--- config.mk ---
export PLATFORM = sky130hd
export DESIGN_NAME = vec_encoder
export DESIGN_NICKNAME = d
export VERILOG_FILES = /design/src/rtl/vec_encoder_pkg.sv /design/src/rtl/vec_priority_pick.sv /design/src/rtl/vec_encoder.sv
export VERILOG_INCLUDE_DIRS = /design/src /design/src/rtl
export SDC_FILE = /design/constraint.sdc
export NUM_CORES = 1
export LEC_CHECK = 0
export BUFFER_PORTS_ARGS = -buffer_cell sky130_fd_sc_hd__buf_2
export CAP_MARGIN = 20
export CORE_MARGIN = 4
export CORE_UTILIZATION = 46
export CTS_BUF_LIST = sky130_fd_sc_hd__clkbuf_4 sky130_fd_sc_hd__clkbuf_8
export CTS_CLUSTER_DIAMETER = 120
export DETAILED_ROUTE_END_ITERATION = 12
export PLACE_DENSITY = 0.8
export SYNTH_ARGS = -nofsm -noshare
export SYNTH_HDL_FRONTEND = slang
export SYNTH_SLANG_ARGS = --single-unit
--- constraint.sdc ---
create_clock -name clk_sys_i -period 2 [get_ports clk_sys_i]
set_clock_uncertainty 0.1 [all_clocks]
set_input_delay 0.2 -clock clk_sys_i [delete_from_list [all_inputs] [get_ports clk_sys_i]]
set_output_delay 0.2 -clock clk_sys_i [all_outputs]
set_load 0.01 [all_outputs]
--- src/rtl/vec_encoder_consts.svh ---
/*
  Vector codes and source count for the vectored interrupt encoder.
  Assumes it is included by bare name from rtl files.
*/
`ifndef VEC_ENCODER_CONSTS_SVH
`define VEC_ENCODER_CONSTS_SVH

// Source count and reset value of the vector register
`define VEC_NUM_SRC        23
`define VEC_CODE_NONE      8'h00
// Endpoint codes
`define VEC_OUT_EP1        8'h12
`define VEC_OUT_EP2        8'h14
`define VEC_OUT_EP3        8'h16
`define VEC_IN_EP1         8'h22
`define VEC_IN_EP2         8'h24
`define VEC_IN_EP3         8'h26
// USB bus event codes
`define VEC_SETUP_OVR      8'h30
`define VEC_SETUP_RX       8'h32
`define VEC_RESUME         8'h38
`define VEC_SUSPEND        8'h3A
`define VEC_BUS_RESET      8'h3C
`define VEC_WAKEUP         8'h3E
// Serial unit and endpoint 0 codes
`define VEC_I2C_A          8'h40
`define VEC_I2C_B          8'h42
`define VEC_IN_EP0         8'h44
`define VEC_OUT_EP0        8'h46
`define VEC_UART_STATUS    8'h50
`define VEC_UART_MODEM     8'h52
`define VEC_UART_RX_FULL   8'h60
`define VEC_UART_TX_EMPTY  8'h62
// DMA codes
`define VEC_DMA1           8'h80
`define VEC_DMA3           8'h84

`endif

--- src/rtl/vec_encoder_pkg.sv ---
/*
  Types for the vectored interrupt encoder.
  Assumes the consts header is on the include path.
*/
`include "vec_encoder_consts.svh"

package vec_encoder_pkg;

  typedef logic [7:0] vec_code_t;

  // Pending sources, one bit each, listed in the code order
  typedef struct packed {
    logic dma3;
    logic dma1;
    logic uart_tx_empty;
    logic uart_rx_full;
    logic uart_modem;
    logic uart_status;
    logic out_ep0;
    logic in_ep0;
    logic i2c_b;
    logic i2c_a;
    logic wakeup;
    logic bus_reset;
    logic suspend;
    logic resume;
    logic setup_rx;
    logic setup_ovr;
    logic in_ep3;
    logic in_ep2;
    logic in_ep1;
    logic out_ep3;
    logic out_ep2;
    logic out_ep1;
    logic reserved_pad;
  } src_vec_t;

  // Presented vector and its state
  typedef struct packed {
    vec_code_t code;
    logic      busy;
  } vec_state_t;

endpackage : vec_encoder_pkg

--- src/rtl/vec_priority_pick.sv ---
/*
  Combinational pick of the largest code among pending sources.
  Assumes the pending word is stable within the cycle; no state.
*/
`timescale 1ns/1ps
`include "vec_encoder_consts.svh"

module vec_priority_pick (
  input  wire vec_encoder_pkg::src_vec_t pend_i,
  output logic [7:0]                     code_o
);

  // Code table, same order as the bits of src_vec_t
  function automatic logic [7:0] code_of(input int idx);
    unique case (idx)
      22:      code_of = `VEC_DMA3;
      21:      code_of = `VEC_DMA1;
      20:      code_of = `VEC_UART_TX_EMPTY;
      19:      code_of = `VEC_UART_RX_FULL;
      18:      code_of = `VEC_UART_MODEM;
      17:      code_of = `VEC_UART_STATUS;
      16:      code_of = `VEC_OUT_EP0;
      15:      code_of = `VEC_IN_EP0;
      14:      code_of = `VEC_I2C_B;
      13:      code_of = `VEC_I2C_A;
      12:      code_of = `VEC_WAKEUP;
      11:      code_of = `VEC_BUS_RESET;
      10:      code_of = `VEC_SUSPEND;
      9:       code_of = `VEC_RESUME;
      8:       code_of = `VEC_SETUP_RX;
      7:       code_of = `VEC_SETUP_OVR;
      6:       code_of = `VEC_IN_EP3;
      5:       code_of = `VEC_IN_EP2;
      4:       code_of = `VEC_IN_EP1;
      3:       code_of = `VEC_OUT_EP3;
      2:       code_of = `VEC_OUT_EP2;
      1:       code_of = `VEC_OUT_EP1;
      default: code_of = `VEC_CODE_NONE;
    endcase
  endfunction : code_of

  // Bits ascend with code, so the last set bit wins
  always_comb begin
    logic [22:0] bits;
    bits   = pend_i;
    code_o = `VEC_CODE_NONE;
    for (int i = 1; i < `VEC_NUM_SRC; i++) begin
      if (bits[i]) begin
        code_o = code_of(i);
      end
    end
  end

endmodule : vec_priority_pick

--- src/rtl/vec_encoder.sv ---
/*
  Vectored interrupt encoder: latches source events, presents the largest
  pending code in the vector register, and retires it on firmware clears.
  Assumes source events are one-cycle pulses from logic on clk_sys_i, and
  that source flag clears come from those units on the same clock.
*/
`timescale 1ns/1ps
`include "vec_encoder_consts.svh"

module vec_encoder (
  input  wire logic                      clk_sys_i,
  input  wire logic                      reset_i,
  input  wire vec_encoder_pkg::src_vec_t event_i,
  input  wire vec_encoder_pkg::src_vec_t level_i,
  input  wire logic                      vec_clear_i,
  output logic [7:0]                     vector_code_register_o,
  output logic                           irq_pending_o,
  output vec_encoder_pkg::src_vec_t      pending_o
);

  typedef struct packed {
    vec_encoder_pkg::src_vec_t  latch;
    vec_encoder_pkg::vec_state_t vec;
  } state_t;

  state_t                     cur_ff;
  state_t                     nxt_cur;
  logic [7:0]                 pick_code;
  vec_encoder_pkg::src_vec_t  pend_all;
  logic [22:0]                latch_bits;
  logic [22:0]                code_bit;

  // Bit index of a presented code, used to retire its latched event
  function automatic logic [22:0] bit_of(input logic [7:0] code);
    logic [22:0] m;
    m = '0;
    unique case (code)
      `VEC_OUT_EP1:       m[1]  = 1'b1;
      `VEC_OUT_EP2:       m[2]  = 1'b1;
      `VEC_OUT_EP3:       m[3]  = 1'b1;
      `VEC_IN_EP1:        m[4]  = 1'b1;
      `VEC_IN_EP2:        m[5]  = 1'b1;
      `VEC_IN_EP3:        m[6]  = 1'b1;
      `VEC_I2C_A:         m[13] = 1'b1;
      `VEC_I2C_B:         m[14] = 1'b1;
      `VEC_IN_EP0:        m[15] = 1'b1;
      `VEC_OUT_EP0:       m[16] = 1'b1;
      default:            m     = '0;
    endcase
    bit_of = m;
  endfunction : bit_of

  // Level sources (USB, UART, DMA) stay pending until their own flag drops
  assign pend_all = vec_encoder_pkg::src_vec_t'(cur_ff.latch | level_i);

  vec_priority_pick u_pick (
    .pend_i (pend_all),
    .code_o (pick_code)
  );

  assign code_bit = bit_of(cur_ff.vec.code);

  // Next state: latch events, hold the vector until cleared, then repick
  always_comb begin
    nxt_cur = cur_ff;
    latch_bits = cur_ff.latch;
    if (vec_clear_i) begin
      // Endpoint/I2C events are owned by the vector only
      latch_bits = latch_bits & ~code_bit;
    end
    // New event wins over a same-cycle clear; token/I2C pulses land here
    latch_bits = latch_bits | event_i;
    latch_bits[0] = 1'b0;
    nxt_cur.latch = vec_encoder_pkg::src_vec_t'(latch_bits);
    if (vec_clear_i || !cur_ff.vec.busy) begin
      // Repick from what remains after the clear takes effect
      nxt_cur.vec.code = `VEC_CODE_NONE;
      nxt_cur.vec.busy = 1'b0;
    end
    if (!cur_ff.vec.busy && !vec_clear_i && pick_code != `VEC_CODE_NONE) begin
      nxt_cur.vec.code = pick_code;
      nxt_cur.vec.busy = 1'b1;
    end
  end

  // State register; the vector stays frozen while firmware services it
  always_ff @(posedge clk_sys_i or posedge reset_i) begin
    if (reset_i) begin
      cur_ff <= '0;
    end else begin
      cur_ff <= nxt_cur;
    end
  end

  assign vector_code_register_o = cur_ff.vec.code;
  assign irq_pending_o          = cur_ff.vec.busy;
  assign pending_o              = cur_ff.latch;

  // Bit 0 of any presented code is zero and busy matches nonzero code
  a_code_form_ok: assert property (@(posedge clk_sys_i) disable iff (reset_i)
    (vector_code_register_o[0] == 1'b0) &&
    (irq_pending_o == (vector_code_register_o != 8'h00)))
    else $error("vector code malformed");

  // An idle encoder with a pending source presents it next cycle
  a_present_next: assert property (@(posedge clk_sys_i) disable iff (reset_i)
    (!irq_pending_o && !vec_clear_i && pick_code != 8'h00)
      |=> (vector_code_register_o == $past(pick_code)))
    else $error("pending code not presented");

  // Vector holds steady until firmware clears it
  a_vector_holds: assert property (@(posedge clk_sys_i) disable iff (reset_i)
    (irq_pending_o && !vec_clear_i) |=> $stable(vector_code_register_o))
    else $error("vector changed without clear");

  // A clear drops the vector, and a remaining source shows one cycle later
  a_clear_repick: assert property (@(posedge clk_sys_i) disable iff (reset_i)
    (irq_pending_o && vec_clear_i) |=> (vector_code_register_o == 8'h00)
      ##1 ($past(vec_clear_i) || $past(pick_code) == 8'h00 ||
           irq_pending_o))
    else $error("repick after clear failed");

  // Endpoint event raised from idle shows within two cycles
  a_ep_event_seen: assert property (@(posedge clk_sys_i) disable iff (reset_i)
    (event_i == 23'h00_0002 && !irq_pending_o && !vec_clear_i &&
     pend_all == 23'h0)
      |=> ##1 (vector_code_register_o == 8'h12))
    else $error("endpoint code wrong");

  // Setup level alone from idle yields code 32
  a_setup_code: assert property (@(posedge clk_sys_i) disable iff (reset_i)
    (pend_all == 23'h0000_0100 && !irq_pending_o && !vec_clear_i)
      |=> (vector_code_register_o == 8'h32))
    else $error("setup code wrong");

  // DMA3 alone from idle yields code 84
  a_dma3_code: assert property (@(posedge clk_sys_i) disable iff (reset_i)
    (pend_all == 23'h40_0000 && !irq_pending_o && !vec_clear_i)
      |=> (vector_code_register_o == 8'h84))
    else $error("dma code wrong");

  // UART receive-full wins over UART status
  a_uart_prio: assert property (@(posedge clk_sys_i) disable iff (reset_i)
    (pend_all.uart_rx_full && pend_all.uart_status && !pend_all.uart_tx_empty &&
     !pend_all.dma1 && !pend_all.dma3 && !irq_pending_o && !vec_clear_i)
      |=> (vector_code_register_o == 8'h60))
    else $error("uart priority wrong");

  // A token event pulse is latched into pending by the next cycle
  a_event_latch: assert property (@(posedge clk_sys_i) disable iff (reset_i)
    event_i.in_ep0 |=> pending_o.in_ep0)
    else $error("event not latched");

  // Only table codes ever reach the vector register
  a_code_legal: assert property (@(posedge clk_sys_i) disable iff (reset_i)
    vector_code_register_o inside {8'h00, 8'h12, 8'h14, 8'h16, 8'h22, 8'h24, 8'h26,
      8'h30, 8'h32, 8'h38, 8'h3A, 8'h3C, 8'h3E, 8'h40, 8'h42, 8'h44, 8'h46,
      8'h50, 8'h52, 8'h60, 8'h62, 8'h80, 8'h84})
    else $error("reserved code presented");

  // Clearing code 12 retires its latched endpoint event
  a_ep_clear_drop: assert property (@(posedge clk_sys_i) disable iff (reset_i)
    (irq_pending_o && vec_clear_i && vector_code_register_o == 8'h12 && !event_i.out_ep1)
      |=> !pending_o.out_ep1)
    else $error("endpoint event not retired");

  // Input endpoint 0 alone from idle yields code 44
  a_in_ep0_code: assert property (@(posedge clk_sys_i) disable iff (reset_i)
    (pend_all == 23'h00_8000 && !irq_pending_o && !vec_clear_i)
      |=> (vector_code_register_o == 8'h44))
    else $error("in ep0 code wrong");

  // Output endpoint 0 alone from idle yields code 46
  a_out_ep0_code: assert property (@(posedge clk_sys_i) disable iff (reset_i)
    (pend_all == 23'h01_0000 && !irq_pending_o && !vec_clear_i)
      |=> (vector_code_register_o == 8'h46))
    else $error("out ep0 code wrong");

  // Setup overwrite alone from idle yields code 30
  a_ovr_code: assert property (@(posedge clk_sys_i) disable iff (reset_i)
    (pend_all == 23'h00_0080 && !irq_pending_o && !vec_clear_i)
      |=> (vector_code_register_o == 8'h30))
    else $error("overwrite code wrong");

  // Wakeup alone from idle yields code 3E
  a_wakeup_code: assert property (@(posedge clk_sys_i) disable iff (reset_i)
    (pend_all == 23'h00_1000 && !irq_pending_o && !vec_clear_i)
      |=> (vector_code_register_o == 8'h3E))
    else $error("wakeup code wrong");

  // Both I2C events with nothing higher: the larger code goes first
  a_i2c_prio: assert property (@(posedge clk_sys_i) disable iff (reset_i)
    (pend_all[14:13] == 2'b11 && pend_all[22:15] == 8'h00 &&
     !irq_pending_o && !vec_clear_i)
      |=> (vector_code_register_o == 8'h42))
    else $error("i2c priority wrong");

  // DMA1 alone from idle yields code 80
  a_dma1_code: assert property (@(posedge clk_sys_i) disable iff (reset_i)
    (pend_all == 23'h20_0000 && !irq_pending_o && !vec_clear_i)
      |=> (vector_code_register_o == 8'h80))
    else $error("dma1 code wrong");

  // Status flags are not latched without an event pulse, so the owning unit alone retires them
  a_level_unlatched: assert property (@(posedge clk_sys_i) disable iff (reset_i)
    (!event_i.setup_rx && !pending_o.setup_rx)
      |=> !pending_o.setup_rx)
    else $error("level source latched");

  // With nothing pending the encoder stays idle
  a_idle_no_src: assert property (@(posedge clk_sys_i) disable iff (reset_i)
    (!irq_pending_o && pick_code == 8'h00)
      |=> !irq_pending_o)
    else $error("spurious vector");

endmodule : vec_encoder

==> results of run 1 <==
[cell usage in the layout, fill, tap and decap left out, types with 2 or more instances in the layout]
| cell type | netlist | layout |
|---|---|---|
| nand4_1 | 4 | 4 |
| a31oi_1 | 4 | 4 |
| dfrtp_1 | 30 | 30 |
| a22oi_1 | 2 | 2 |
| nand3_1 | 4 | 4 |
| nor3b_1 | 2 | 2 |
| nor4_1 | 9 | 9 |
| or4_1 | 2 | 2 |
| conb_1 | 1 | 2 |
| nor3_1 | 5 | 5 |
| nand2_1 | 13 | 13 |
| nor2b_1 | 2 | 2 |
| nor2_1 | 20 | 20 |
| inv_1 | 2 | 2 |
| a21o_1 | 10 | 10 |
| o31ai_1 | 2 | 2 |
| buf_2 | 0 | 76 |
| dlygate4sd3_1 | 0 | 23 |
| o21ai_0 | 3 | 2 |
| or2_2 | 12 | 12 |
| clkbuf_4 | 0 | 5 |
| buf_4 | 4 | 7 |
| a21oi_1 | 4 | 4 |
[kinds of logic (layout without fill, tap and decap cells)]
family          after synthesis  count (layout)  share of synthesized area (%)
buf+inv                       6             114                           2.56
flops                        30              30                           51.2
simple gates                 79              79                           28.6
other cells                   1               2                          0.256
compound gates               35              35                           17.4
[power groups by stage]
stage	Clock (mW)	Sequential, mW	Combinational, mW
after floorplan	0	0.627	0.0286
after global placement	0	0.628	0.0837
after detailed placement	0	0.628	0.0846
after CTS	0.353	0.616	0.119
after global routing	0.382	0.617	0.134
final	0.341	0.616	0.121
[metrics by stage]
| step | setup TNS, ns | cells |
|---|---|---|
| final | 0 | 304 |
| after global placement | 0 | 275 |
| after detailed placement | 0 | 275 |
| after CTS | 0 | 304 |
| after floorplan | 0 | 152 |
| after global routing | -0.00539 | 304 |
[routing by layer]
| layer | track usage [%] | up-vias | share of wire, % |
|---|---|---|---|
| met5 | 0 | - | 0 |
| met4 | 4.75 | 0 | 0.91 |
| met3 | 6.59 | 5 | 7.5 |
| met2 | 39.0 | 72 | 52 |
| met1 | 26.5 | 725 | 40 |
| li1 | - | 770 | - |
[what timing repair did]
| action | 4_1_cts | 5_1_grt |
|---|---|---|
| hold buffers | 23 | 0 |
| gates resized for setup | 0 | 2 |
| endpoints found under the hold margin | 52 | 0 |
| setup endpoints to repair | 0 | 2 |
[worst paths after layout]
check | slack (ns) | cells after the start | end | startpoint
max reg2reg | 0.13 | 5 | vector_code_register_o[4] | pending_o[3]
min | 0.07 | 2 | vector_code_register_o[5] | vec_clear_i
min in group asynchronous | 0.39 | 4 | pending_o[8] | reset_i
min reg2reg | 0.43 | 1 | pending_o[7] | pending_o[7]
max in group asynchronous | 1.12 | 4 | vector_code_register_o[1] | reset_i
max | 0.13 | 5 | vector_code_register_o[4] | pending_o[3]
[final cells by class]
type | instances | share of cell area, %
sequential | 30 | 33.8
multi-input combinational | 116 | 31.1
timing repair buffer | 106 | 29.9
tap | 44 | 2.48
clock buffer | 6 | 2.31
inverter | 2 | 0.338
[flip-flops by register name, indices dropped and copies added (netlist names)]
name	flops
irq_pending_o	1
pending_o	22
vector_code_register_o	7
[worst reg2reg max path: cells and delay by family, from the launching register on]
family | cells | cell delay, ns
AOI/OAI and AO/OA | 4 | 0.72
DFF | 1 | 0.41
and+or+nand+nor | 1 | 0.54
==> results.toml, run 1 <==
[sta]
fin_crit_sh_pct = 93.5
fmax_ghz = 0.534
hold_violations = 0
post-route-min-period_ns = 1.87
whs_ns = 0.0680
slew_viol_final = 0
finalSetupViolations = 0
worst_pin_slew_ns = 0.532
slew_headroom_pct = 64.5
setup_ws_ns = 0.129

[yosys]
ys_seq_area_share_pct = 51.2
yosysWarnings = 0
async_reset_ff_share_pct = 100
synth_commonest_cells = "dfrtp_1 (30), nor2_1 (20), nand2_1 (13), or2_2 (12), a21o_1 (10)"
syn_inst = 151
synthDistinctLibCells = 36
synth_edf_count = 0
synth.area.top_cells = "dfrtp_1 (51%), a21o_1 (5.1%), nor2_1 (5.1%)"
synth_top_area_share_pct = 51.2
synthFlopType = "dfrtp_1"
synth.most_common_cell = "dfrtp_1"
synth.avg_cell_area_um2 = 9.72
synth-seq-cells = 30
synth_area_leader_cell = "dfrtp_1"
synthesis.area_um2 = 1470

[clock_network]
clock-sinks = 30
numCtsBuffers = 5
insertion_delay_ns = 0.31
cts_max_level = 2
clk_pin_slew_worst_paths_ns = 0.09
cts.path.max_buffers = 2
clockRootBuffer = "clkbuf_4"
cts_tree = "yes"
cts_setup_buffers = 0

[power_and_ir_drop]
p_sw_mw = 0.240
peakVddDrop_v = 0.000429
p_leak_nw = 0.888
power_frac_clock_pct = 31.6
pwr-share-comb_pct = 11.2
switching_share_pct = 22.3
p_int_mw = 0.837
powerDensity_nw_per_um2 = 486
pwr-share-seq_pct = 57.2
design_power_total_mw = 1.08

[placed_design]
portBuffers = 76
hpwl_mm = 3.16
placed_area_um2 = 1930
gp_congestion = 0.878
place_ws_ns = 0.0872

[global_route]
grt_pass1_vias = 1576
grt-ovfl-total = 0
grt_use_total_pct = 22.1
grt_pass1_wl_mm = 7.08
antenna_found_initial = 0
grt_max_degree = 31

[floorplanning]
die_x_um = 64.5
coreArea_um2 = 3050
start_util_pct = 48.1
dieArea_um2 = 4160
std_cell_rows = 20
die_h_um = 64.5
pin_count = 81

[outcome]
outcome = "finished clean"

[worst_setup_path]
cp.required_ns = 2.11
slowest_stage = "or4_4"
critical_path_peak_fanout = 4
cp-end-kind = "flip-flop"
critPathTopFamily = "compound AO/OA/AOI/OAI gates"
startpoint_type = "flip-flop"
arrival_ns = 1.98
cp_num_buf_inv = 0
path_class = "flip-flop to flip-flop"
path_cells = "or4_4 > o311a_2 > o21ai_1 > a211o_1 > a21oi_1"
max_stage_delay_ns = 0.54

[routing]
drt_iter0_markers = 41
finalWirelength_mm = 4.31
drt-pass1-iter-count = 5
viasPerCell = 5.17
postRouteAntennaNets = 0
wl_per_cell_um = 14.2
drc = 0
vias = 1572

[cells_and_area]
utilization_pct = 72.7
layout.nets = 310
drive_above_1_share_pct = 41.2
fillers = 242
stdcell_area_um2 = 2220
n_antenna_cell = 0
syn_to_final_growth_pct = 51.2
multi_input_area_um2 = 691
regArea_um2 = 751

[min_path]
hp-class = "primary input to flip-flop"

[job]
max_cap_violations = 0
Power figures use the tool's default switching activity.
==> run 2: changes to the inputs <==
--- a/config.mk
+++ b/config.mk
@@ -13,6 +13,7 @@
 export CTS_BUF_LIST = sky130_fd_sc_hd__clkbuf_4 sky130_fd_sc_hd__clkbuf_8
 export CTS_CLUSTER_DIAMETER = 120
 export DETAILED_ROUTE_END_ITERATION = 12
+export GPL_TIMING_DRIVEN = 0
 export PLACE_DENSITY = 0.8
 export SYNTH_ARGS = -nofsm -noshare
 export SYNTH_HDL_FRONTEND = slang
==> constraint.sdc (replaced) <==
create_clock -name clk_sys_i -period 2 [get_ports clk_sys_i]
set_clock_uncertainty 0.1 [all_clocks]
set_input_delay 0.4 -clock clk_sys_i [delete_from_list [all_inputs] [get_ports clk_sys_i]]
set_output_delay 0.4 -clock clk_sys_i [all_outputs]
set_load 0.01 [all_outputs]
==> run 2 against run 1 <==
  * Cell area fell by 9.3%
  * Utilization is 6.8 points lower
  * Clock-buffer cell count stayed put
  * Wire length decreased by 7.4%
  * First-iteration DRC count grew 12%
  * Critical path depth stayed put
  * Die area did not move
  * Combinational power down 17%
  * Via count is 6.7% lower
  * Largest cell class unchanged
  * Sequential power barely moved
  * Clock power up 2%
==> results.toml, run 2 (synthesis gave the netlist of run 1 again) <==
[outcome]
outcome = "finished clean"

[power_and_ir_drop]
peakVddDrop_v = 0.000402
p_leak_nw = 0.791
design_power_total_mw = 1.06
powerDensity_nw_per_um2 = 527

[clock_network]
cts.path.max_buffers = 2
cts_max_level = 2
cts_tree = "yes"
clockRootBuffer = "clkbuf_4"
clock-sinks = 30
insertion_delay_ns = 0.33
ctsHoldBuffers = 0
clk_pin_slew_worst_paths_ns = 0.08
numCtsBuffers = 5

[routing]
drt_iter0_markers = 46
drc = 0
viasPerCell = 5.25
wl_per_cell_um = 14.3
postRouteAntennaNets = 0
drt-pass1-iter-count = 4
vias = 1466
finalWirelength_mm = 3.99

[global_route]
grt-ovfl-total = 0
grt_pass1_vias = 1402
antenna_found_initial = 0
grt_use_total_pct = 19.6
grt_max_degree = 31
grt_pass1_wl_mm = 6.25

[placed_design]
portBuffers = 76
gp_congestion = 0.764
placed_area_um2 = 1910
hpwl_mm = 3.15

[floorplanning]
dieArea_um2 = 4160
start_util_pct = 48.1
coreArea_um2 = 3050
die_h_um = 64.5
std_cell_rows = 20
pin_count = 81
die_x_um = 64.5

[sta]
fmax_ghz = 0.524
hold_violations = 0
worst_pin_slew_ns = 0.612
slew_headroom_pct = 59.1
rsz0062_at_grt = "false"
post-route-min-period_ns = 1.91
fin_crit_sh_pct = 95.5
finalSetupViolations = 0
slew_viol_final = 0

[worst_setup_path]
cp_num_buf_inv = 0
cp-end-kind = "flip-flop"
path_class = "flip-flop to flip-flop"
critPathTopFamily = "simple AND/OR/NAND/NOR gates"
slowest_stage = "or4_1"
max_stage_delay_ns = 0.56
path_cells = "or4_1 > a211oi_2 > nor3_1 > o41ai_2 > a21oi_1"
cp.required_ns = 2.11
arrival_ns = 2.02
startpoint_type = "flip-flop"
critical_path_peak_fanout = 5

[cells_and_area]
stdcell_area_um2 = 2010
syn_to_final_growth_pct = 37.1
layout_common_cells = "buf_2 (76), dfrtp_1 (30), nor2_1 (20)"
layout.nets = 285
drive_above_1_share_pct = 46.0
fillers = 298
layout_commonest_cell = "buf_2"
largest_reg_flops = 22
n_antenna_cell = 0

[min_path]
hp-class = "primary input to asynchronous set/reset pin"

[job]
max_cap_violations = 0
[run 2: cell type report]
type | instances | area [um^2] | area share, %
Inverter | 2 | 7.51 | 0.373
Buffer | 4 | 30.0 | 1.49
Multi-Input combinational cell | 116 | 709 | 35.3
Tap cell | 44 | 55.1 | 2.74
Timing Repair Buffer | 77 | 408 | 20.3
Sequential cell | 30 | 751 | 37.3
Clock buffer | 6 | 51.3 | 2.55
[run 2: through the flow]
step           setup TNS (ns)  setup slack, ns  instances  utilization [%]  hold slack, ns
2_1_floorplan               0            0.176        152                -           0.391
3_3_place_gp           -0.242          -0.0977        272             62.5           0.377
3_5_place_dp           -0.206           -0.108        272             62.5           0.387
4_1_cts                     0           0.0141        278             64.1           0.131
5_1_grt                     0          0.00874        279             65.9          0.0733
6_report                    0           0.0906        279             65.9          0.0321
[run 2: routing by layer]
metal | part of all wire [%] | up-vias | wire length, um | track usage [%]
li1 | - | 719 | - | -
met1 | 42 | 677 | 1670 | 23.2
met2 | 47 | 62 | 1880 | 32.9
met3 | 9.4 | 8 | 373 | 6.24
met4 | 1.8 | 0 | 70 | 7.92
met5 | 0 | - | 0 | 0
[run 2: worst reg2reg max path: cells and delay by family (launching register included)]
family | cells | cell delay, ns
simple gates | 2 | 0.66
compound gates | 3 | 0.59
flops | 1 | 0.44
[run 2: final timing paths]
check,from,endpoint,slack [ns],cells past startpoint
min in group clk_sys_i,event_i[14],pending_o[14],0.14,2
worst max register to register,pending_o[6],vector_code_register_o[2],0.09,5
max in group asynchronous,reset_i,vector_code_register_o[7],1.28,3
worst min register to register,pending_o[8],pending_o[8],0.43,1
worst min-delay path,reset_i,pending_o[8],0.03,2
worst max-delay path,pending_o[6],vector_code_register_o[2],0.09,5
[run 2: repair_timing]
item	CTS	global route
pin swaps	1	0
buffers inserted	0	0
resized for setup	0	5
endpoints found under the setup margin	1	7
[run 2: power by group]
| part | leakage [nW] | switching [mW] | internal [mW] |
|---|---|---|---|
| clock | 0.0302 | 0.189 | 0.158 |
| combinational | 0.461 | 0.0502 | 0.0498 |
| sequential | 0.299 | 0.00401 | 0.610 |
| total | 0.791 | 0.243 | 0.817 |
